## src/include/flash_pe_pkg.sv

```systemverilog
package flash_pe_pkg;

  // ---------------------------------------------------------------
  // device register map (byte addresses on the flash register bus)
  // ---------------------------------------------------------------
  localparam logic [23:0] ADDR_UNLOCK_KEY  = 24'h7f_c0c0;
  localparam logic [23:0] ADDR_UNLOCK_STAT = 24'h7f_c0c1;
  localparam logic [23:0] ADDR_OP_MODE     = 24'h7f_ff80;
  localparam logic [23:0] ADDR_PE_ENTRY    = 24'h7f_ffb2;

  // ---------------------------------------------------------------
  // device field layout and codes
  // ---------------------------------------------------------------
  localparam logic [7:0]  ENTRY_WRITE_KEY  = 8'haa;
  localparam logic [7:0]  ENTRY_KEY_READ   = 8'h00;
  localparam logic [7:0]  ENTRY_NONE       = 8'h00;
  localparam logic [7:0]  ENTRY_ROM        = 8'h01;
  localparam logic [7:0]  ENTRY_DF         = 8'h80;
  localparam int          ENTRY_ROM_BIT    = 0;
  localparam int          ENTRY_DF_BIT     = 7;
  localparam logic [7:0]  UNLOCK_KEY_VAL   = 8'ha5;
  localparam int          PROT_ERR_BIT     = 0;
  localparam int          MS0_BIT          = 1;
  localparam int          ROMDIS_BIT       = 3;
  localparam int          MS1_BIT          = 4;
  localparam int          LOWV_BIT         = 6;
  localparam int          MS2_BIT          = 7;
  localparam logic [2:0]  MODE_READ        = 3'h0;
  localparam logic [2:0]  MODE_DF_PE       = 3'h2;
  localparam logic [2:0]  MODE_DISCH1      = 3'h3;
  localparam logic [2:0]  MODE_ROM_PE      = 3'h5;
  localparam logic [2:0]  MODE_DISCH2      = 3'h7;

  // ---------------------------------------------------------------
  // timing
  // ---------------------------------------------------------------
  localparam int          CLK_PERIOD_NS    = 4;
  localparam int          T_WAIT_ONE_NS    = 1000;
  localparam int          T_WAIT_TWO_NS    = 10000;
  localparam int          TIMER_W          = 16;
  localparam logic [TIMER_W-1:0] WAIT_ONE_CYCLES = TIMER_W'(
    (T_WAIT_ONE_NS + CLK_PERIOD_NS - 1) / CLK_PERIOD_NS);
  localparam logic [TIMER_W-1:0] WAIT_TWO_CYCLES = TIMER_W'(
    (T_WAIT_TWO_NS + CLK_PERIOD_NS - 1) / CLK_PERIOD_NS);

  // ---------------------------------------------------------------
  // host register map (own port)
  // ---------------------------------------------------------------
  localparam logic [3:0]  REG_CTRL         = 4'h0;
  localparam logic [3:0]  REG_STATUS       = 4'h1;
  localparam logic [3:0]  REG_INT_STATUS   = 4'h2;
  localparam logic [3:0]  REG_INT_MASK     = 4'h3;
  localparam int          CTRL_LOWV_BIT    = 2;
  localparam int          CTRL_START_BIT   = 7;
  localparam int          INT_DONE_BIT     = 0;
  localparam int          INT_ERR_BIT      = 1;

  // commands
  localparam logic [1:0]  CMD_ENTER_ROM    = 2'h0;
  localparam logic [1:0]  CMD_LEAVE_ROM    = 2'h1;
  localparam logic [1:0]  CMD_ENTER_DF     = 2'h2;
  localparam logic [1:0]  CMD_LEAVE_DF     = 2'h3;

  // sequence step opcodes
  localparam logic [2:0]  OP_END           = 3'h0;
  localparam logic [2:0]  OP_ENTRY         = 3'h1;
  localparam logic [2:0]  OP_MODE          = 3'h2;
  localparam logic [2:0]  OP_WAIT_ONE      = 3'h3;
  localparam logic [2:0]  OP_WAIT_TWO      = 3'h4;

  typedef enum logic [12:0] {
    S_IDLE     = 13'h0001,
    S_FETCH    = 13'h0002,
    S_ENT_WR   = 13'h0004,
    S_ENT_RD   = 13'h0008,
    S_ENT_LAT  = 13'h0010,
    S_ENT_CHK  = 13'h0020,
    S_KEY      = 13'h0040,
    S_VAL_ONE  = 13'h0080,
    S_VAL_INV  = 13'h0100,
    S_VAL_TWO  = 13'h0200,
    S_STAT_RD  = 13'h0400,
    S_STAT_CHK = 13'h0800,
    S_WAIT     = 13'h1000
  } seq_state_t;

endpackage

```

## src/core/flash_pe_mode_host.sv

```systemverilog
// Added by the designer: the plain strobed port.
`timescale 1ns/1ns
module flash_pe_mode_host
(
  input  wire logic        ref_clk,
  input  wire logic        reset,
  input  wire logic [3:0]  reg_addr,
  input  wire logic [7:0]  reg_wdata,
  input  wire logic        reg_wr,
  input  wire logic        reg_rd,
  output logic      [7:0]  reg_rdata,
  output logic             irq,
  output logic      [23:0] dev_addr,
  output logic      [15:0] dev_wdata,
  output logic             dev_wr,
  output logic             dev_rd,
  output logic             dev_wide,
  input  wire logic [15:0] dev_rdata
);

  // ---------------------------------------------------------------
  // state
  // ---------------------------------------------------------------
  flash_pe_pkg::seq_state_t state;
  flash_pe_pkg::seq_state_t next_state;
  logic [1:0]  cmd;
  logic [1:0]  next_cmd;
  logic        lowv;
  logic        next_lowv;
  logic [2:0]  step;
  logic [2:0]  next_step;
  logic [7:0]  operand;
  logic [7:0]  next_operand;
  logic [7:0]  entry_seen;
  logic [7:0]  next_entry_seen;
  logic        prot_seen;
  logic        next_prot_seen;
  logic [1:0]  int_stat;
  logic [1:0]  next_int_stat;
  logic [1:0]  int_mask;
  logic [1:0]  next_int_mask;
  logic [7:0]  next_reg_rdata;
  logic        next_irq;
  logic [23:0] next_dev_addr;
  logic [15:0] next_dev_wdata;
  logic        next_dev_wr;
  logic        next_dev_rd;
  logic        next_dev_wide;
  logic        ev_done;
  logic        ev_err;
  logic        timer_load;
  logic [15:0] timer_cycles;
  logic        timer_expired;
  logic [10:0] cur_step;

  // ---------------------------------------------------------------
  // step tables
  // ---------------------------------------------------------------
  function automatic logic [7:0] mode_byte(input logic [2:0] ms,
                                           input logic       romdis,
                                           input logic       lv);
    logic [7:0] b;
    b = 8'h00;
    b[flash_pe_pkg::MS0_BIT]    = ms[0];
    b[flash_pe_pkg::MS1_BIT]    = ms[1];
    b[flash_pe_pkg::MS2_BIT]    = ms[2];
    b[flash_pe_pkg::ROMDIS_BIT] = romdis;
    b[flash_pe_pkg::LOWV_BIT]   = lv;
    return b;
  endfunction

  function automatic logic [10:0] step_of(input logic [1:0] c,
                                          input logic [2:0] i,
                                          input logic       lv);
    logic [10:0] s;
    s = {flash_pe_pkg::OP_END, 8'h00};
    case (c)
      flash_pe_pkg::CMD_ENTER_ROM:
        case (i)
          3'h0: s = {flash_pe_pkg::OP_ENTRY, flash_pe_pkg::ENTRY_ROM};
          3'h1: s = {flash_pe_pkg::OP_MODE,
                     mode_byte(flash_pe_pkg::MODE_DISCH1, 1'b0, lv)};
          3'h2: s = {flash_pe_pkg::OP_WAIT_ONE, 8'h00};
          3'h3: s = {flash_pe_pkg::OP_MODE,
                     mode_byte(flash_pe_pkg::MODE_DISCH2, 1'b0, lv)};
          3'h4: s = {flash_pe_pkg::OP_MODE,
                     mode_byte(flash_pe_pkg::MODE_ROM_PE, 1'b0, lv)};
          3'h5: s = {flash_pe_pkg::OP_WAIT_TWO, 8'h00};
          default: s = {flash_pe_pkg::OP_END, 8'h00};
        endcase
      flash_pe_pkg::CMD_LEAVE_ROM:
        case (i)
          3'h0: s = {flash_pe_pkg::OP_MODE,
                     mode_byte(flash_pe_pkg::MODE_DISCH2, 1'b0, lv)};
          3'h1: s = {flash_pe_pkg::OP_WAIT_ONE, 8'h00};
          3'h2: s = {flash_pe_pkg::OP_MODE,
                     mode_byte(flash_pe_pkg::MODE_DISCH1, 1'b0, lv)};
          3'h3: s = {flash_pe_pkg::OP_MODE,
                     mode_byte(flash_pe_pkg::MODE_READ, 1'b1, lv)};
          3'h4: s = {flash_pe_pkg::OP_WAIT_TWO, 8'h00};
          3'h5: s = {flash_pe_pkg::OP_ENTRY, flash_pe_pkg::ENTRY_NONE};
          default: s = {flash_pe_pkg::OP_END, 8'h00};
        endcase
      flash_pe_pkg::CMD_ENTER_DF:
        case (i)
          3'h0: s = {flash_pe_pkg::OP_ENTRY, flash_pe_pkg::ENTRY_DF};
          3'h1: s = {flash_pe_pkg::OP_MODE,
                     mode_byte(flash_pe_pkg::MODE_DF_PE, 1'b0, lv)};
          default: s = {flash_pe_pkg::OP_END, 8'h00};
        endcase
      default:
        case (i)
          3'h0: s = {flash_pe_pkg::OP_MODE,
                     mode_byte(flash_pe_pkg::MODE_READ, 1'b1, lv)};
          3'h1: s = {flash_pe_pkg::OP_WAIT_TWO, 8'h00};
          3'h2: s = {flash_pe_pkg::OP_ENTRY, flash_pe_pkg::ENTRY_NONE};
          default: s = {flash_pe_pkg::OP_END, 8'h00};
        endcase
    endcase
    return s;
  endfunction

  assign cur_step = step_of(cmd, step, lowv);

  // ---------------------------------------------------------------
  // sequencer
  // ---------------------------------------------------------------
  always_comb
  begin
    next_state      = state;
    next_step       = step;
    next_operand    = operand;
    next_entry_seen = entry_seen;
    next_prot_seen  = prot_seen;
    next_dev_addr   = dev_addr;
    next_dev_wdata  = dev_wdata;
    next_dev_wr     = 1'b0;
    next_dev_rd     = 1'b0;
    next_dev_wide   = dev_wide;
    ev_done         = 1'b0;
    ev_err          = 1'b0;
    timer_load      = 1'b0;
    timer_cycles    = flash_pe_pkg::WAIT_ONE_CYCLES;
    case (state)
      flash_pe_pkg::S_IDLE:
        if (reg_wr && reg_addr == flash_pe_pkg::REG_CTRL
            && reg_wdata[flash_pe_pkg::CTRL_START_BIT])
        begin
          next_step  = 3'h0;
          next_state = flash_pe_pkg::S_FETCH;
        end
      flash_pe_pkg::S_FETCH:
      begin
        next_operand = cur_step[7:0];
        case (cur_step[10:8])
          flash_pe_pkg::OP_ENTRY: next_state = flash_pe_pkg::S_ENT_WR;
          flash_pe_pkg::OP_MODE:  next_state = flash_pe_pkg::S_KEY;
          flash_pe_pkg::OP_WAIT_ONE:
          begin
            timer_load   = 1'b1;
            timer_cycles = flash_pe_pkg::WAIT_ONE_CYCLES;
            next_state   = flash_pe_pkg::S_WAIT;
          end
          flash_pe_pkg::OP_WAIT_TWO:
          begin
            timer_load   = 1'b1;
            timer_cycles = flash_pe_pkg::WAIT_TWO_CYCLES;
            next_state   = flash_pe_pkg::S_WAIT;
          end
          default:
          begin
            ev_done    = 1'b1;
            next_state = flash_pe_pkg::S_IDLE;
          end
        endcase
      end
      flash_pe_pkg::S_ENT_WR:
      begin
        next_dev_addr  = flash_pe_pkg::ADDR_PE_ENTRY;
        next_dev_wdata = {flash_pe_pkg::ENTRY_WRITE_KEY, operand};
        next_dev_wide  = 1'b1;
        next_dev_wr    = 1'b1;
        next_state     = flash_pe_pkg::S_ENT_RD;
      end
      flash_pe_pkg::S_ENT_RD:
      begin
        next_dev_rd = 1'b1;
        next_state  = flash_pe_pkg::S_ENT_LAT;
      end
      flash_pe_pkg::S_ENT_LAT:
        next_state = flash_pe_pkg::S_ENT_CHK;
      flash_pe_pkg::S_ENT_CHK:
      begin
        next_entry_seen = dev_rdata[7:0];
        // key byte reads 00h and b6..b1 read zero
        if (dev_rdata != {flash_pe_pkg::ENTRY_KEY_READ, operand})
        begin
          ev_err     = 1'b1;
          next_state = flash_pe_pkg::S_IDLE;
        end
        else
        begin
          next_step  = step + 3'h1;
          next_state = flash_pe_pkg::S_FETCH;
        end
      end
      flash_pe_pkg::S_KEY:
      begin
        next_dev_addr  = flash_pe_pkg::ADDR_UNLOCK_KEY;
        next_dev_wdata = {8'h00, flash_pe_pkg::UNLOCK_KEY_VAL};
        next_dev_wide  = 1'b0;
        next_dev_wr    = 1'b1;
        next_state     = flash_pe_pkg::S_VAL_ONE;
      end
      flash_pe_pkg::S_VAL_ONE:
      begin
        next_dev_addr  = flash_pe_pkg::ADDR_OP_MODE;
        next_dev_wdata = {8'h00, operand};
        next_dev_wr    = 1'b1;
        next_state     = flash_pe_pkg::S_VAL_INV;
      end
      flash_pe_pkg::S_VAL_INV:
      begin
        next_dev_wdata = {8'h00, ~operand};
        next_dev_wr    = 1'b1;
        next_state     = flash_pe_pkg::S_VAL_TWO;
      end
      flash_pe_pkg::S_VAL_TWO:
      begin
        next_dev_wdata = {8'h00, operand};
        next_dev_wr    = 1'b1;
        next_state     = flash_pe_pkg::S_STAT_RD;
      end
      flash_pe_pkg::S_STAT_RD:
      begin
        next_dev_addr = flash_pe_pkg::ADDR_UNLOCK_STAT;
        next_dev_rd   = 1'b1;
        next_state    = flash_pe_pkg::S_STAT_CHK;
      end
      flash_pe_pkg::S_STAT_CHK:
        next_state = flash_pe_pkg::S_WAIT;
      flash_pe_pkg::S_WAIT:
      begin
        // wait entered from the status read checks the flag on the data cycle
        if (dev_rd == 1'b0 && dev_addr == flash_pe_pkg::ADDR_UNLOCK_STAT
            && !timer_load)
        begin
          next_prot_seen =
            dev_rdata[flash_pe_pkg::PROT_ERR_BIT];
          next_dev_addr  = flash_pe_pkg::ADDR_OP_MODE;
          if (dev_rdata[flash_pe_pkg::PROT_ERR_BIT])
          begin
            ev_err     = 1'b1;
            next_state = flash_pe_pkg::S_IDLE;
          end
          else
          begin
            next_step  = step + 3'h1;
            next_state = flash_pe_pkg::S_FETCH;
          end
        end
        else if (timer_expired)
        begin
          next_step  = step + 3'h1;
          next_state = flash_pe_pkg::S_FETCH;
        end
      end
      default:
        next_state = flash_pe_pkg::S_IDLE;
    endcase
  end

  always_ff @(posedge ref_clk)
  begin
    if (reset)
    begin
      state      <= flash_pe_pkg::S_IDLE;
      step       <= 3'h0;
      operand    <= 8'h00;
      entry_seen <= 8'h00;
      prot_seen  <= 1'b0;
      dev_addr   <= 24'h00_0000;
      dev_wdata  <= 16'h0000;
      dev_wr     <= 1'b0;
      dev_rd     <= 1'b0;
      dev_wide   <= 1'b0;
    end
    else
    begin
      state      <= next_state;
      step       <= next_step;
      operand    <= next_operand;
      entry_seen <= next_entry_seen;
      prot_seen  <= next_prot_seen;
      dev_addr   <= next_dev_addr;
      dev_wdata  <= next_dev_wdata;
      dev_wr     <= next_dev_wr;
      dev_rd     <= next_dev_rd;
      dev_wide   <= next_dev_wide;
    end
  end

  flash_wait_timer #(.WIDTH(flash_pe_pkg::TIMER_W)) u_timer
  (
    .ref_clk (ref_clk),
    .reset   (reset),
    .load    (timer_load),
    .cycles  (timer_cycles),
    .expired (timer_expired)
  );

  // ---------------------------------------------------------------
  // software registers and interrupt
  // ---------------------------------------------------------------
  always_comb
  begin
    next_cmd       = cmd;
    next_lowv      = lowv;
    next_int_mask  = int_mask;
    next_int_stat  = int_stat;
    next_reg_rdata = 8'h00;
    // command bits only change while idle
    if (reg_wr && reg_addr == flash_pe_pkg::REG_CTRL
        && state == flash_pe_pkg::S_IDLE)
    begin
      next_cmd  = reg_wdata[1:0];
      next_lowv = reg_wdata[flash_pe_pkg::CTRL_LOWV_BIT];
    end
    if (reg_wr && reg_addr == flash_pe_pkg::REG_INT_MASK)
      next_int_mask = reg_wdata[1:0];
    if (reg_rd)
      case (reg_addr)
        flash_pe_pkg::REG_CTRL:
          next_reg_rdata = {5'h00, lowv, cmd};
        flash_pe_pkg::REG_STATUS:
          next_reg_rdata = {4'h0, prot_seen,
                            entry_seen[flash_pe_pkg::ENTRY_DF_BIT],
                            entry_seen[flash_pe_pkg::ENTRY_ROM_BIT],
                            state != flash_pe_pkg::S_IDLE};
        flash_pe_pkg::REG_INT_STATUS:
        begin
          next_reg_rdata = {6'h00, int_stat};
          next_int_stat  = 2'h0;
        end
        flash_pe_pkg::REG_INT_MASK:
          next_reg_rdata = {6'h00, int_mask};
        default:
          next_reg_rdata = 8'h00;
      endcase
    // a new event wins over the clearing read
    if (ev_done)
      next_int_stat[flash_pe_pkg::INT_DONE_BIT] = 1'b1;
    if (ev_err)
      next_int_stat[flash_pe_pkg::INT_ERR_BIT] = 1'b1;
    next_irq = |(next_int_stat & int_mask);
  end

  always_ff @(posedge ref_clk)
  begin
    if (reset)
    begin
      cmd       <= 2'h0;
      lowv      <= 1'b0;
      int_mask  <= 2'h0;
      int_stat  <= 2'h0;
      reg_rdata <= 8'h00;
      irq       <= 1'b0;
    end
    else
    begin
      cmd       <= next_cmd;
      lowv      <= next_lowv;
      int_mask  <= next_int_mask;
      int_stat  <= next_int_stat;
      reg_rdata <= next_reg_rdata;
      irq       <= next_irq;
    end
  end

  // ---------------------------------------------------------------
  // checks
  // ---------------------------------------------------------------
  logic        mode_wr;
  logic [2:0]  wr_ms;
  logic [15:0] gap;
  logic [2:0]  prev_ms;

  assign mode_wr = dev_wr && dev_addr == flash_pe_pkg::ADDR_OP_MODE;
  assign wr_ms   = {dev_wdata[flash_pe_pkg::MS2_BIT],
                    dev_wdata[flash_pe_pkg::MS1_BIT],
                    dev_wdata[flash_pe_pkg::MS0_BIT]};

  always_ff @(posedge ref_clk)
  begin
    if (reset)
    begin
      gap     <= 16'h0000;
      prev_ms <= 3'h0;
    end
    else if (mode_wr && (state == flash_pe_pkg::S_STAT_RD))
    begin
      gap     <= 16'h0000;
      prev_ms <= wr_ms;
    end
    else if (gap != 16'hffff)
      gap <= gap + 16'h0001;
  end

  AST_ENTRY_KEY: assert property (@(posedge ref_clk) disable iff (reset)
    dev_wr && dev_addr == flash_pe_pkg::ADDR_PE_ENTRY |->
      dev_wide && dev_wdata[15:8] == 8'haa)
    else $error("entry write without key or not 16-bit");

  AST_ENTRY_CODE: assert property (@(posedge ref_clk) disable iff (reset)
    dev_wr && dev_addr == flash_pe_pkg::ADDR_PE_ENTRY |->
      dev_wdata[7:0] inside {8'h00, 8'h01, 8'h80})
    else $error("entry write with illegal low byte");

  AST_ENTRY_CONFIRM: assert property (@(posedge ref_clk) disable iff (reset)
    dev_wr && dev_addr == flash_pe_pkg::ADDR_PE_ENTRY |=>
      dev_rd && dev_addr == flash_pe_pkg::ADDR_PE_ENTRY)
    else $error("entry write not read back");

  AST_UNLOCK_ORDER: assert property (@(posedge ref_clk) disable iff (reset)
    dev_wr && dev_addr == flash_pe_pkg::ADDR_UNLOCK_KEY
      && dev_wdata[7:0] == 8'ha5 |=>
      mode_wr ##1 (mode_wr && dev_wdata[7:0] == ~$past(dev_wdata[7:0]))
      ##1 (mode_wr && dev_wdata[7:0] == $past(dev_wdata[7:0], 2)))
    else $error("unlock sequence out of order");

  AST_NO_BARE_MODE: assert property (@(posedge ref_clk) disable iff (reset)
    mode_wr |-> $past(dev_addr) == flash_pe_pkg::ADDR_UNLOCK_KEY
      || $past(dev_addr, 2) == flash_pe_pkg::ADDR_UNLOCK_KEY
      || $past(dev_addr, 3) == flash_pe_pkg::ADDR_UNLOCK_KEY)
    else $error("mode write without unlock key");

  AST_MODE_LEGAL: assert property (@(posedge ref_clk) disable iff (reset)
    mode_wr && state != flash_pe_pkg::S_STAT_RD
      && state != flash_pe_pkg::S_VAL_TWO |->
      wr_ms inside {3'h0, 3'h2, 3'h3, 3'h5, 3'h7})
    else $error("prohibited mode select code");

  AST_ROM_DISABLE: assert property (
    @(posedge ref_clk) disable iff (reset)
    mode_wr && state == flash_pe_pkg::S_VAL_INV |->
      dev_wdata[flash_pe_pkg::ROMDIS_BIT] == (wr_ms == 3'h0))
    else $error("rom disable bit wrong for mode");

  AST_LOW_VOLTAGE: assert property (
    @(posedge ref_clk) disable iff (reset)
    mode_wr && state == flash_pe_pkg::S_VAL_INV |->
      dev_wdata[flash_pe_pkg::LOWV_BIT] == lowv)
    else $error("low-voltage bit differs from setting");

  AST_WAIT_ONE: assert property (
    @(posedge ref_clk) disable iff (reset)
    mode_wr && state == flash_pe_pkg::S_STAT_RD && wr_ms == 3'h7
      && prev_ms == 3'h3 |-> gap >= flash_pe_pkg::WAIT_ONE_CYCLES)
    else $error("first transition wait too short");

  // the clearing entry write only follows read mode after the long wait
  AST_WAIT_TWO: assert property (
    @(posedge ref_clk) disable iff (reset)
    dev_wr && dev_addr == flash_pe_pkg::ADDR_PE_ENTRY
      && dev_wdata[7:0] == flash_pe_pkg::ENTRY_NONE
      && prev_ms == flash_pe_pkg::MODE_READ
      |-> gap >= flash_pe_pkg::WAIT_TWO_CYCLES)
    else $error("second transition wait too short");

endmodule

```

## src/core/flash_wait_timer.sv

```systemverilog
`timescale 1ns/1ns
module flash_wait_timer
#(
  parameter int WIDTH = 16
)
(
  input  wire logic             ref_clk,
  input  wire logic             reset,
  input  wire logic             load,
  input  wire logic [WIDTH-1:0] cycles,
  output logic                  expired
);

  logic [WIDTH-1:0] count;
  logic [WIDTH-1:0] next_count;

  always_comb
  begin
    next_count = count;
    if (load)
      next_count = cycles;
    else if (count != '0)
      next_count = count - WIDTH'(1);
  end

  always_ff @(posedge ref_clk)
  begin
    if (reset)
      count <= '0;
    else
      count <= next_count;
  end

  // a load takes priority, so the wait never ends early
  assign expired = (count == '0) && !load;

endmodule

```

## config.mk

```make
export PLATFORM = sky130hd
export DESIGN_NAME = flash_pe_mode_host
export DESIGN_NICKNAME = d
export VERILOG_FILES = /design/src/include/flash_pe_pkg.sv /design/src/core/flash_pe_mode_host.sv /design/src/core/flash_wait_timer.sv
export SDC_FILE = /design/constraint.sdc
export NUM_CORES = 1
export LEC_CHECK = 0
export BUFFER_PORTS_ARGS = -buffer_cell sky130_fd_sc_hd__buf_2
export CORE_MARGIN = 2
export CORE_UTILIZATION = 38
export CTS_CLUSTER_SIZE = 14
export DETAILED_ROUTE_END_ITERATION = 8
export GPL_ROUTABILITY_DRIVEN = 1
export SLEW_MARGIN = 10
export SYNTH_ARGS = -nofsm -noshare
export SYNTH_HDL_FRONTEND = slang
export SYNTH_HIERARCHICAL = 1
export SYNTH_SLANG_ARGS = --single-unit
```

## constraint.sdc

```tcl
create_clock -name ref_clk -period 2.9 [get_ports ref_clk]
set_clock_uncertainty 0.05 [all_clocks]
set_input_delay 0.29 -clock ref_clk [delete_from_list [all_inputs] [get_ports ref_clk]]
set_output_delay 0.29 -clock ref_clk [all_outputs]
set_load 0.03 [all_outputs]
```

Word level (Yosys, flattened, before mapping). Index checks and enable logic that the tools add are counted.

Register bits after elaboration: 108. Bits of input ports: 32. Output and inout bits: 52. Word-level logic and storage cells: 127.

$add $sub $neg: 2. Equality and inequality tests: 35. Multiplexer cells: 41. Bitwise operators: 4. Reductions and logical operators: 28.

Operators by type and width (number): 13-bit case mux with 13 select lines (1); 11-bit case mux with 6 select lines (2); 24-bit case mux with 5 select lines (1); 11-bit case mux with 3 select lines (2); 16-bit case mux with 4 select lines (1); 13-bit two-way mux (3); 13-bit case mux with 3 select lines (1); 16-bit two-way mux (2); 24-bit by 23-bit == test with 1-bit output, second input constant (1); 12-bit two-way mux (2); 24-bit two-way mux (1); 10-bit case mux with 2 select lines (1); 16-bit logical NOT (1); 16-bit by 8-bit inequality test with 1-bit output (1); 4-bit case mux with 4 select lines (1); 16-bit nonzero test (1); 16-bit by 1-bit subtractor with 16-bit output, second input constant (1); 3-bit two-way mux (5); 13-bit by 1-bit == test with 1-bit output, second input constant (1); 13-bit by 10-bit == test with 1-bit output, second input constant (1); 13-bit by 11-bit == test with 1-bit output, second input constant (1); 13-bit by 12-bit == test with 1-bit output, second input constant (1); 13-bit == test, second input constant (1); 13-bit by 2-bit == test with 1-bit output, second input constant (1); 39 further kinds (76).

Depth between registers and ports, before layout. Gate-level depths: netlist (run 1).

Depth in word-level cells: 12. Gate-level depth with buffers: 15. Gate-level depth less buffers: 14.

Modules after synthesis. The synthesis (run 1) kept the hierarchy.

Modules (own cells, without submodules): flash_pe_mode_host (times used 1, cells each 377, area each 3113.0 um^2, seq. area each 1061.0 um^2); flash_wait_timer (times used 1, cells each 120, area each 991.0 um^2, seq. area each 320.3 um^2).

Worst setup path after synthesis (run 1). No wires, ideal clock.

Path type: reg-to-reg. Start: register step[2]. End: register step[2]. Setup time: 0.071 ns. Arrival time: 2.971 ns. Required time: 2.779 ns. Setup slack: -0.192 ns. Cell stages (with the launch flop): 16. Path buffers: 1. Clock period less this slack: 3.092 ns. Cells stage by stage: dfxtp_1 -> clkbuf_1 -> inv_1 -> ha_1 -> inv_1 -> a21oi_1 -> a211o_1 -> or3_1 -> a21oi_1 -> inv_1 -> nand3_1 -> nor2_2 -> o32ai_1 -> or3_1 -> o21ai_0 -> a21oi_1.

Longest elaborated chain between the ends: 11. Elaborated cells on any way between the ends: 26. Classes of those cells: 1 x add/sub; 8 x eq/ne; 12 x mux; 5 x reduce/logical.

Ends and longest elaborated chain: start, declared (line flash_pe_mode_host.sv:30) `logic [2:0] step;`; start signal, assigned (line flash_pe_mode_host.sv:291) `step <= next_step;`; 3-bit == test, or another cell as far along (line flash_pe_mode_host.sv:79, flash_pe_mode_host.sv:92); 11-bit case mux with 6 select lines, or another cell as far along (line flash_pe_mode_host.sv:92) `case (i)`; 11-bit case mux with 3 select lines (*) (line flash_pe_mode_host.sv:77) `case (c)`; 3-bit == test / 3-bit by 2-bit == test with 1-bit output (equally long branches) (line flash_pe_mode_host.sv:155) `case (cur_step[10:8])`; 2-bit OR reduction (no line) (*); 1-bit two-way mux (*) (line flash_pe_mode_host.sv:155); 1-bit two-way mux (*) (line flash_pe_mode_host.sv:144) `case (state)`; via timer_load (line flash_pe_mode_host.sv:51) `logic timer_load;`; 1-bit logical NOT (*) (line flash_wait_timer.sv:35) `assign expired = (count == '0) && !load;`; 1-bit logical AND (*) (line flash_wait_timer.sv:35); via timer_expired (line flash_pe_mode_host.sv:53) `logic timer_expired;`; 3-bit inequality test (no line) (*); 5-bit AND reduction (no line) (*).

Mark *: on every way through the listed nets, which the timed path passes. The rest lies on a longest branch. The select of a mux whose other input is x is not followed. A chain may end at the register's enable or synchronous reset.

Final worst setup path (run 1).
Start: register step[1]. End: register u_timer.count[2].

Longest elaborated chain between the ends: 8. Elaborated cells on any way between the ends: 20. Classes of those cells: 7 x eq/ne; 10 x mux; 3 x reduce/logical.

Ends and longest elaborated chain: 3-bit == test, or another cell as far along (line flash_pe_mode_host.sv:79, flash_pe_mode_host.sv:92); 11-bit case mux with 6 select lines, or another cell as far along (line flash_pe_mode_host.sv:92); 11-bit case mux with 3 select lines (*) (line flash_pe_mode_host.sv:77); 3-bit == test / 3-bit by 2-bit == test with 1-bit output (equally long branches) (line flash_pe_mode_host.sv:155); 2-bit OR reduction (no line) (*); 1-bit two-way mux (*) (line flash_pe_mode_host.sv:155); 1-bit two-way mux (*) (line flash_pe_mode_host.sv:144); via timer_load (line flash_pe_mode_host.sv:51); 16-bit two-way mux / 2-bit nonzero test (equally long branches); end signal, assigned (line flash_wait_timer.sv:31) `count <= next_count;`; end, declared (line flash_wait_timer.sv:14) `logic [WIDTH-1:0] count;`.

Mark *: on every way through the listed nets, which the timed path passes. The rest lies on a longest branch.

==> impl_metrics.py, run 1 <==
metrics = {
    "status": {
        "status": "finished, final reports clean",
    },
    "pwr": {
        "ir_drop_mv": 0.3431,
        "swShare_pct": 35.65,
        "p_sw_w": 0.001138,
        "p_clk_share_pct": 26.6,
        "power_density_mw_per_mm2": 660.5,
        "p_comb_share_pct": 37.1,
        "power_frac_seq_pct": 36.3,
        "p_leak_nw": 1.971,
        "total_power_w": 0.003193,
        "internal_power_w": 0.002054,
    },
    "routing": {
        "wire_per_inst_um": 14.52,
        "vias_per_cell": 5.310,
        "drt_wl_total_mm": 10.30,
        "first_iter_violations": 215,
        "antenna_left": 0,
        "firstDrtPassIters": 4,
        "post-route-drc-count": 0,
        "detailroute.via_count": 3765,
    },
    "layout": {
        "fill_cells": 1041,
        "layout.cells.most_common_list": "buf_2 (68), dfxtp_1 (67), nor2_1 (56)",
        "syn_to_final_growth_pct": 17.77,
        "final_util_pct": 46.40,
        "final_layout_size_suffix_gt1_share_pct": 26.88,
        "diodes": 0,
        "layout_commonest_cell": "buf_2",
        "nNetsFinal": 606,
    },
    "worst_setup_path": {
        "crit_arrival_ns": 2.95,
        "rrSetupSlack_ns": 0.16,
        "endpoint_kind": "register",
        "critPathMaxFanout": 20,
        "required_ns": 3.11,
        "crit_path_max_incr_delay_ns": 0.37,
        "setup.worst_path.start_class": "register",
        "crit_family": "compound AO/OA/AOI/OAI gates",
        "r2r-end": "u_timer/count[2]$_SDFFE_PP0N_",
        "worst_r2r_path_depth": 11,
        "crit_chain": "inv_1 -> ha_2 -> o21bai_1 -> a21oi_2 -> a211o_1 -> or3_4 -> a21oi_4 -> buf_6 -> nor3_2 -> a211o_1 -> a221oi_1",
        "cp_common_cell": "a211o_1",
        "timing.setup.critical_path_class": "register to register",
        "cp_slowest_cell": "dfxtp_2",
        "crit_buf_inv": 2,
        "r2r-start": "step[1]$_SDFFE_PP0P_",
    },
    "timing": {
        "worst_slew_pin_slew_ns": 0.8930,
        "fin_crit_sh_pct": 94.47,
        "hold_viol_final": 0,
        "relSlewSlack_pct": 39.82,
        "slew_viol_final": 0,
        "fin_crit_ns": 2.739,
        "setup_violations": 0,
        "fmax_ghz": 0.3650,
        "tns_ns": 0,
    },
    "synth": {
        "ys.flop_type": "dfxtp_1",
        "ys_seq_area_share_pct": 33.66,
        "ys_types": 75,
        "async_flop_share_pct": 0,
        "avgSynthCellArea_um2": 8.257,
        "syn-instance-count": 497,
        "synth_edf_count": 0,
        "ys_warn_count": 6,
        "netlist_area_mm2": 0.004104,
        "ys_ff_latch": 69,
    },
    "global_route": {
        "grt_pass1_vias": 3507,
        "grt_max_degree": 35,
        "overflow": 0,
        "grt_pass1_wl_mm": 16.90,
        "track_usage_pct": 18.28,
        "antenna_found_initial": 0,
    },
    "clocking": {
        "cts_tree": "built",
        "path_clk_slew_ns": 0.07,
        "cts.sinks": 69,
        "ctsRootBufferMaster": "clkbuf_8",
        "clockBufferDepth": 2,
        "cts_buffers": 9,
        "htreeDepth": 3,
        "hold_buffers": 0,
        "clk_latency_ns": 0.36,
    },
    "worst_hold_path": {
        "min_path_cells": 3,
        "hold_path.class": "primary input to register",
        "hold_end": "lowv$_SDFFE_PP0P_",
        "hold_start": "reg_wdata[2]",
    },
    "die": {
        "coreArea_mm2": 0.01042,
        "rows": 37,
        "die_width_um": 107.9,
        "dieArea_mm2": 0.01165,
        "ios": 84,
        "initial_core_util_pct": 39.40,
        "dieHeight_um": 107.9,
    },
    "place": {
        "gp_congestion": 0.8742,
        "portBuffers": 68,
        "hpwl_mm": 7.609,
    },
    "job": {
        "drv_cap": 0,
    },
}
-- worst register-to-register path, delay by kind of cell (launching register included) --
kind / cells / cell delay [ns]
compound gates: 6 / 1.25
fa+ha+maj: 1 / 0.21
buf+inv: 2 / 0.31
flops: 1 / 0.37
simple gates: 2 / 0.47
-- power by group through the flow --
stage | Clock (W) | Sequential, W | Combinational (W)
2_1_floorplan | 0 | 0.00113 | 0.000880
3_3_place_gp | 0 | 0.00117 | 0.00111
3_5_place_dp | 0 | 0.00118 | 0.00112
4_1_cts | 0.000875 | 0.00115 | 0.00114
5_1_grt | 0.000921 | 0.00118 | 0.00131
6_report | 0.000850 | 0.00116 | 0.00118
-- state kept, by name (all words and copies together) (netlist names), 2 cells and up --
signal / cells
u_timer/count: 16
state: 13
dev_wdata: 8
operand: 6
dev_addr: 5
reg_rdata: 4
step: 3
cmd: 2
entry_seen: 2
int_mask: 2
int_stat: 2
-- through the flow --
step / instance area, µm² / setup WS (ns) / std cells / hold slack (ns)
after floorplan: 4187 / 0.008751 / 515 / 0.3160
after global placement: 4524 / 0.01857 / 691 / 0.3938
after detailed placement: 4524 / -0.09297 / 691 / 0.3958
after CTS: 4748 / 0.001293 / 708 / 0.1171
after global routing: 4833 / -0.01549 / 709 / 0.1228
final: 4833 / 0.1605 / 709 / 0.1243
-- synth_stat cells, drive strengths merged, types with 8 or more instances --
library cell | count | area, µm²
inv | 21 | 78.83
a211oi | 12 | 90.09
nor2 | 57 | 216.5
nand2 | 31 | 123.9
mux2i | 9 | 90.09
buf | 39 | 307.8
xor2 | 8 | 70.07
o21ai | 17 | 85.08
nand4 | 9 | 56.30
nor3 | 27 | 145.1
dfxtp | 69 | 1381
a21oi | 32 | 160.2
clkbuf | 17 | 83.83
nand3 | 22 | 110.1
nor4 | 13 | 130.1
-- layer usage --
metal	up-vias	share of wire (%)	wire [µm]	global-route usage (%)
met5	-	0	0	0
met4	0	1.8	187	7.143
met3	13	3.8	393	4.056
met2	78	49	5028	30.05
met1	1768	46	4686	23.28
li1	1906	-	-	-
-- how the worst max path moves through the flow --
stage	startpoint	to	slack [ns]	cells after the start
after floorplan	step[2]$_SDFFE_PP0P_	u_timer/count[4]$_SDFFE_PP0N_	0.009	12
after global placement	step[0]$_SDFFE_PP0P_	step[0]$_SDFFE_PP0P_	0.02	14
after detailed placement	step[0]$_SDFFE_PP0P_	step[1]$_SDFFE_PP0P_	-0.09	14
after CTS	step[1]$_SDFFE_PP0P_	step[0]$_SDFFE_PP0P_	0.001	14
after global routing	step[1]$_SDFFE_PP0P_	state[1]$_SDFFE_PP0P_	-0.02	15
final	step[1]$_SDFFE_PP0P_	u_timer/count[2]$_SDFFE_PP0N_	0.16	11
-- final cells by class --
cell class	count	area, µm²	area share, %
Clock buffer	12	135.1	2.796
Clock inverter	4	72.57	1.501
Tap cell	136	170.2	3.521
Timing Repair Buffer	98	581.8	12.04
Multi-Input combinational cell	368	2405	49.75
Inverter	22	82.58	1.709
Sequential cell	69	1386	28.68
-- cell families (layout without fill, tap and decap cells) --
family                     count (synthesis)  count (layout)  share of synthesized area [%]
DFF                                       69              69                          33.66
and+or+nand+nor                          204             204                          27.50
buffers and inverters                     78             136                          11.55
AOI/OAI and AO/OA                        107             107                          17.96
adders and majority gates                  6               6                          1.829
other                                      2              20                         0.1830
muxes                                     16              16                          4.116
xor gates and xnor gates                  15              15                          3.201
-- repair_timing --
action                                  in CTS  in global routing
pin swaps                                    3                 10
endpoints found under the hold margin        0                  0
endpoints found under the setup margin       6                 10
buffers inserted                             1                  1
gates resized for setup                      3                 23
No activity file was read; power rests on OpenSTA's default activity.
==> run 2, diff against run 1 <==
--- a/config.mk
+++ b/config.mk
@@ -10,7 +10,8 @@
 export CORE_UTILIZATION = 38
 export CTS_CLUSTER_SIZE = 14
 export DETAILED_ROUTE_END_ITERATION = 8
-export GPL_ROUTABILITY_DRIVEN = 1
+export GPL_ROUTABILITY_DRIVEN = 0
+export SETUP_SLACK_MARGIN = 0.4
 export SLEW_MARGIN = 10
 export SYNTH_ARGS = -nofsm -noshare
 export SYNTH_HDL_FRONTEND = slang
==> run 2 against run 1 <==
Effect of this change: clock power is 2.5% lower; critical path type unchanged; combinational power grew 12%; worst setup slack improved by 0.011 ns; wire length rose by 3.9%.
==> impl_metrics.py, run 2 (same netlist as run 1, synthesis figures left out) <==
metrics = {
    "clocking": {
        "clockBufferDepth": 2,
        "htreeDepth": 3,
        "ctsRootBufferMaster": "clkbuf_8",
        "cts.sinks": 69,
        "cts_buffers": 9,
        "path_clk_slew_ns": 0.09,
        "clk_latency_ns": 0.35,
        "cts_tree": "built",
        "hold_buffers": 0,
    },
    "worst_setup_path": {
        "crit_arrival_ns": 2.91,
        "timing.setup.critical_path_class": "register to register",
        "required_ns": 3.08,
        "critPathMaxFanout": 4,
        "endpoint_kind": "register",
        "setup.worst_path.start_class": "register",
    },
    "die": {
        "dieArea_mm2": 0.01165,
        "coreArea_mm2": 0.01042,
        "dieHeight_um": 107.9,
        "die_width_um": 107.9,
        "initial_core_util_pct": 39.40,
        "ios": 84,
        "rows": 37,
    },
    "worst_hold_path": {
        "hold_path.class": "primary input to register",
    },
    "layout": {
        "fin_cells": 723,
        "fin_area_mm2": 0.005131,
        "layout_commonest_cell": "buf_2",
        "final_util_pct": 49.26,
        "top_regs": "u_timer/count x16, state x13, dev_wdata x8",
        "layout.cells.most_common_list": "buf_2 (68), dfxtp_1 (66), nor2_1 (55)",
        "fill_cells": 1023,
        "final_layout_size_suffix_gt1_share_pct": 32.03,
        "top_register": "u_timer/count",
        "nNetsFinal": 620,
        "largest_reg_flops": 16,
        "syn_to_final_growth_pct": 25.03,
        "diodes": 0,
    },
    "routing": {
        "drt_wl_total_mm": 10.69,
        "wire_per_inst_um": 14.79,
        "firstDrtPassIters": 5,
        "post-route-drc-count": 0,
        "antenna_left": 0,
        "detailroute.via_count": 3880,
        "vias_per_cell": 5.367,
        "first_iter_violations": 235,
    },
    "timing": {
        "hold_viol_final": 0,
        "slew_viol_final": 0,
        "fin_crit_sh_pct": 94.08,
        "worst_slew_pin_slew_ns": 0.5974,
        "setup_violations": 0,
        "fmax_ghz": 0.3665,
        "fin_crit_ns": 2.728,
        "relSlewSlack_pct": 60.04,
        "rsz0062_at_grt": "yes",
    },
    "place": {
        "placed_area_mm2": 0.004537,
        "hpwl_mm": 7.709,
        "portBuffers": 68,
        "dp.cells": 686,
    },
    "pwr": {
        "ir_drop_mv": 0.4125,
        "p_leak_nw": 2.081,
        "power_density_mw_per_mm2": 642.0,
    },
    "global_route": {
        "grt_pass1_wl_mm": 17.21,
        "grt_max_degree": 27,
        "antenna_found_initial": 0,
        "track_usage_pct": 18.46,
        "overflow": 0,
        "grt_pass1_vias": 3577,
    },
    "status": {
        "status": "finished, final reports clean",
    },
    "job": {
        "drv_cap": 0,
    },
}
[run 2: changes by cell type in the layout (fill, tap and decap cells not counted), moves of 3 or more]
| cell | before | now |
|---|---|---|
| ha_2 | 3 | 0 |
| buf_4 | 28 | 40 |
| clkbuf_1 | 3 | 0 |
| ha_4 | 1 | 5 |
| inv_4 | 0 | 3 |
| inv_6 | 0 | 4 |
[run 2: stage by stage]
stage | total power [W] | hold WS, ns | worst slack [ns] | TNS [ns]
2_1_floorplan | 0.002034 | 0.3160 | 0.2921 | 0
3_3_place_gp | 0.002303 | 0.3923 | 0.1062 | 0
3_5_place_dp | 0.002330 | 0.4020 | -0.07359 | -0.1876
4_1_cts | 0.003256 | 0.1140 | 0.1597 | 0
5_1_grt | 0.003489 | 0.1198 | 0.05492 | 0
6_report | 0.003294 | 0.1249 | 0.1718 | 0
[run 2: timing repair]
| item | in CTS | in global routing |
|---|---|---|
| pin swaps | 19 | 18 |
| endpoints found under the setup margin | 19 | 26 |
| hold endpoints to repair | 0 | 0 |
| resized for setup | 24 | 16 |
| gates cloned | 1 | 0 |
| buffers inserted | 12 | 8 |
[run 2: path summary, 6_finish.rpt]
path                                            start               endpoint  slack (ns)  depth (start not counted)
worst max-delay path             step[0]$_SDFFE_PP0P_  state[1]$_SDFFE_PP0P_        0.17                         14
worst min-delay path                     reg_wdata[2]      lowv$_SDFFE_PP0P_        0.12                          3
worst max register to register   step[0]$_SDFFE_PP0P_  state[1]$_SDFFE_PP0P_        0.17                         14
worst min register to register  dev_wide$_SDFFE_PP0P_  dev_wide$_SDFFE_PP0P_        0.41                          2
[run 2: area by class of cell]
| class | instances | area (µm²) | area share, % |
|---|---|---|---|
| Tap cell | 136 | 170.2 | 3.316 |
| Clock buffer | 9 | 123.9 | 2.414 |
| Multi-Input combinational cell | 368 | 2552 | 49.74 |
| Clock inverter | 7 | 81.33 | 1.585 |
| Timing Repair Buffer | 112 | 715.7 | 13.95 |
| Inverter | 22 | 95.09 | 1.853 |
| Sequential cell | 69 | 1393 | 27.14 |
[run 2: metal layers]
layer | track usage, % | share of wire, %
met5 | 0 | 0
met4 | 4.853 | 1.3
met3 | 4.116 | 3.7
met2 | 32.03 | 50
met1 | 23.08 | 45
[run 2: critical path: stages, from the launching register on]
cell and delay (ns):
dfxtp_4 0.42, inv_6 0.06, ha_4 0.17, o21bai_4 0.13, a21oi_2 0.07, a211o_1 0.31, or3_4 0.40, a21oi_4 0.18
inv_2 0.07, nand3_4 0.07, nor2_4 0.06, o32ai_4 0.25, or3_4 0.22, buf_4 0.11, nor3_2 0.03
[run 2: report_power, final]
part / total (W) / internal [W] / switching [W] / leakage, nW
sequential: 0.00115 / 0.00103 / 0.000114 / 0.561
clock: 0.000829 / 0.000409 / 0.000419 / 0.101
combinational: 0.00132 / 0.000578 / 0.000738 / 1.42
total: 0.00329 / 0.00202 / 0.00127 / 2.08
==> run 3, diff against run 2 <==
==> constraint.sdc (replaced) <==
create_clock -name ref_clk -period 3.5 [get_ports ref_clk]
set_clock_uncertainty 0.05 [all_clocks]
set_input_delay 0.35 -clock ref_clk [delete_from_list [all_inputs] [get_ports ref_clk]]
set_output_delay 0.35 -clock ref_clk [all_outputs]
set_load 0.03 [all_outputs]
==> run 3 against run 2 <==
Effect of this change: die area stayed put; sequential power is 17% lower; utilization is 4.1 points lower; count of clock-buffer cells in the layout is 3 higher; worst hold slack better by 0.088 ns; non-clock buffer count is 30 lower; register-to-register slack better by 0.41 ns; critical path depth stayed put; combinational power is 28% lower; first-iteration DRC count is 2.6% higher; worst setup slack better by 0.41 ns.
==> impl_metrics.py, run 3 (same netlist as run 1, synthesis figures left out) <==
metrics = {
    "timing": {
        "hold_viol_final": 0,
        "fin_crit_ns": 2.918,
        "timing.hold.ws_ns": 0.2131,
        "relSlewSlack_pct": 40.58,
        "rsz0062_at_grt": "no",
        "slew_viol_final": 0,
        "fin_crit_sh_pct": 83.37,
        "fmax_ghz": 0.3427,
        "worst_slew_pin_slew_ns": 0.8817,
        "tns_ns": 0,
        "setup_violations": 0,
    },
    "clocking": {
        "clk_latency_ns": 0.34,
        "ctsRootBufferMaster": "clkbuf_8",
        "path_clk_slew_ns": 0.07,
        "hold_buffers": 0,
        "cts_tree": "built",
        "htreeDepth": 3,
        "cts_buffers": 9,
        "cts.sinks": 69,
        "clockBufferDepth": 2,
    },
    "global_route": {
        "overflow": 0,
        "antenna_found_initial": 0,
        "track_usage_pct": 17.91,
        "grt_pass1_wl_mm": 16.57,
        "grt_pass1_vias": 3390,
        "grt_max_degree": 26,
    },
    "worst_setup_path": {
        "endpoint_kind": "register",
        "worst_r2r_path_depth": 14,
        "crit_end": "step[1]$_SDFFE_PP0P_",
        "r2r-start": "step[0]$_SDFFE_PP0P_",
        "timing.setup.critical_path_class": "register to register",
        "cp_common_cell": "or3_4",
        "crit_chain": "ha_1 -> ha_2 -> inv_2 -> a21oi_2 -> a211o_1 -> or3_4 -> a21oi_4 -> inv_1 -> nand3_2 -> nor2_4 -> o32ai_4 -> or3_4 -> o21ai_0 -> a21oi_1",
        "crit_arrival_ns": 3.14,
        "crit_buf_inv": 2,
        "path_depth": 14,
        "r2r-end": "step[1]$_SDFFE_PP0P_",
        "crit_family": "compound AO/OA/AOI/OAI gates",
        "cp_slowest_cell": "or3_4",
        "rrSetupSlack_ns": 0.58,
        "setup.worst_path.start_class": "register",
        "required_ns": 3.72,
        "crit_path_max_incr_delay_ns": 0.41,
        "startpoint": "step[0]$_SDFFE_PP0P_",
        "critPathMaxFanout": 6,
    },
    "worst_hold_path": {
        "hold_path.class": "primary input to register",
    },
    "routing": {
        "antenna_left": 0,
        "wire_per_inst_um": 14.51,
        "firstDrtPassIters": 5,
        "first_iter_violations": 241,
        "drt_wl_total_mm": 10.05,
        "post-route-drc-count": 0,
        "detailroute.via_count": 3787,
        "vias_per_cell": 5.465,
    },
    "pwr": {
        "power_density_mw_per_mm2": 562.6,
        "swShare_pct": 35.11,
        "p_comb_share_pct": 36.2,
        "power_frac_seq_pct": 36.3,
        "p_sw_w": 0.0009289,
        "total_power_w": 0.002646,
        "internal_power_w": 0.001717,
        "ir_drop_mv": 0.2268,
        "p_leak_nw": 1.910,
        "p_clk_share_pct": 27.6,
    },
    "die": {
        "dieHeight_um": 107.9,
        "dieArea_mm2": 0.01165,
        "rows": 37,
        "die_width_um": 107.9,
        "coreArea_mm2": 0.01042,
        "ios": 84,
        "initial_core_util_pct": 39.40,
    },
    "place": {
        "hpwl_mm": 7.489,
        "portBuffers": 68,
        "dp.cells": 675,
    },
    "layout": {
        "layout.cells.most_common_list": "buf_2 (68), dfxtp_1 (67), nor2_1 (56)",
        "fin_cells": 693,
        "seq_area_mm2": 0.001386,
        "top_regs": "u_timer/count x16, state x13, dev_wdata x8",
        "layout_commonest_cell": "buf_2",
        "nNetsFinal": 590,
        "fill_cells": 1057,
        "diodes": 0,
        "top_register": "u_timer/count",
        "largest_reg_flops": 16,
        "final_util_pct": 45.14,
        "syn_to_final_growth_pct": 14.57,
        "multiInputGateArea_mm2": 0.002392,
        "final_layout_size_suffix_gt1_share_pct": 24.96,
    },
    "job": {
        "drv_cap": 0,
    },
    "status": {
        "status": "finished, final reports clean",
    },
}
[run 3: changes by cell type in the layout (fill, tap and decap cells not counted), sizes merged]
cell / previous run / this run
bufbuf: 1 / 0
buf: 111 / 82
clkinvlp: 1 / 0
clkbuf: 9 / 12
bufinv: 1 / 2
inv: 24 / 21
[run 3: metrics by stage]
stage / worst slack, ns / cell area, µm²
2_1_floorplan: 0.4082 / 4172
3_3_place_gp: 0.2784 / 4380
3_5_place_dp: 0.2060 / 4380
4_1_cts: 0.4315 / 4633
5_1_grt: 0.4144 / 4702
6_report: 0.5820 / 4702
[run 3: area by class of cell]
| type | instances | share of cell area, % |
|---|---|---|
| Tap cell | 136 | 3.619 |
| Clock buffer | 12 | 3.300 |
| Inverter | 22 | 1.756 |
| Multi-Input combinational cell | 368 | 50.88 |
| Sequential cell | 69 | 29.48 |
| Clock inverter | 4 | 1.490 |
| Timing Repair Buffer | 82 | 9.473 |
[run 3: worst min-delay path by stage]
stage	start	endpoint	slack, ns	depth (start not counted)
finish	reg_wdata[2]	lowv$_SDFFE_PP0P_	0.21	3
detailed placement	dev_wide$_SDFFE_PP0P_	dev_wide$_SDFFE_PP0P_	0.40	2
global placement	dev_wide$_SDFFE_PP0P_	dev_wide$_SDFFE_PP0P_	0.40	2
CTS	reg_wdata[2]	lowv$_SDFFE_PP0P_	0.19	3
floorplan	reset	u_timer/count[9]$_SDFFE_PP0N_	0.38	1
global route	reg_rd	reg_rdata[3]$_SDFF_PP0_	0.22	2
[run 3: repair_timing]
item	CTS	global route
setup buffers	0	2
endpoints found under the hold margin	0	0
gates resized for setup	6	15
pin swaps	0	9
setup endpoints to repair	5	8
cloned	0	0
[run 3: power groups by stage]
stage | Combinational, W | Sequential [W] | Clock, W
6_report | 0.000957 | 0.000959 | 0.000729
5_1_grt | 0.00105 | 0.000976 | 0.000789
4_1_cts | 0.000915 | 0.000958 | 0.000748
2_1_floorplan | 0.000726 | 0.000934 | 0
3_5_place_dp | 0.000890 | 0.000976 | 0
3_3_place_gp | 0.000872 | 0.000970 | 0
[run 3: layer usage]
layer | routed length, µm | part of all wire [%] | GRT usage (%)
met1 | 4510 | 45 | 23.73
met2 | 4941 | 49 | 29.47
met3 | 470 | 4.7 | 2.542
met4 | 130 | 1.3 | 6.868
met5 | 0 | 0 | 0
[run 3: worst register-to-register path: stages (launching register included)]
cell and delay (ns):
dfxtp_4 0.37, ha_1 0.20, ha_2 0.19, inv_2 0.09
a21oi_2 0.07, a211o_1 0.32, or3_4 0.41, a21oi_4 0.17
inv_1 0.09, nand3_2 0.09, nor2_4 0.07, o32ai_4 0.30
or3_4 0.20, o21ai_0 0.10, a21oi_1 0.14
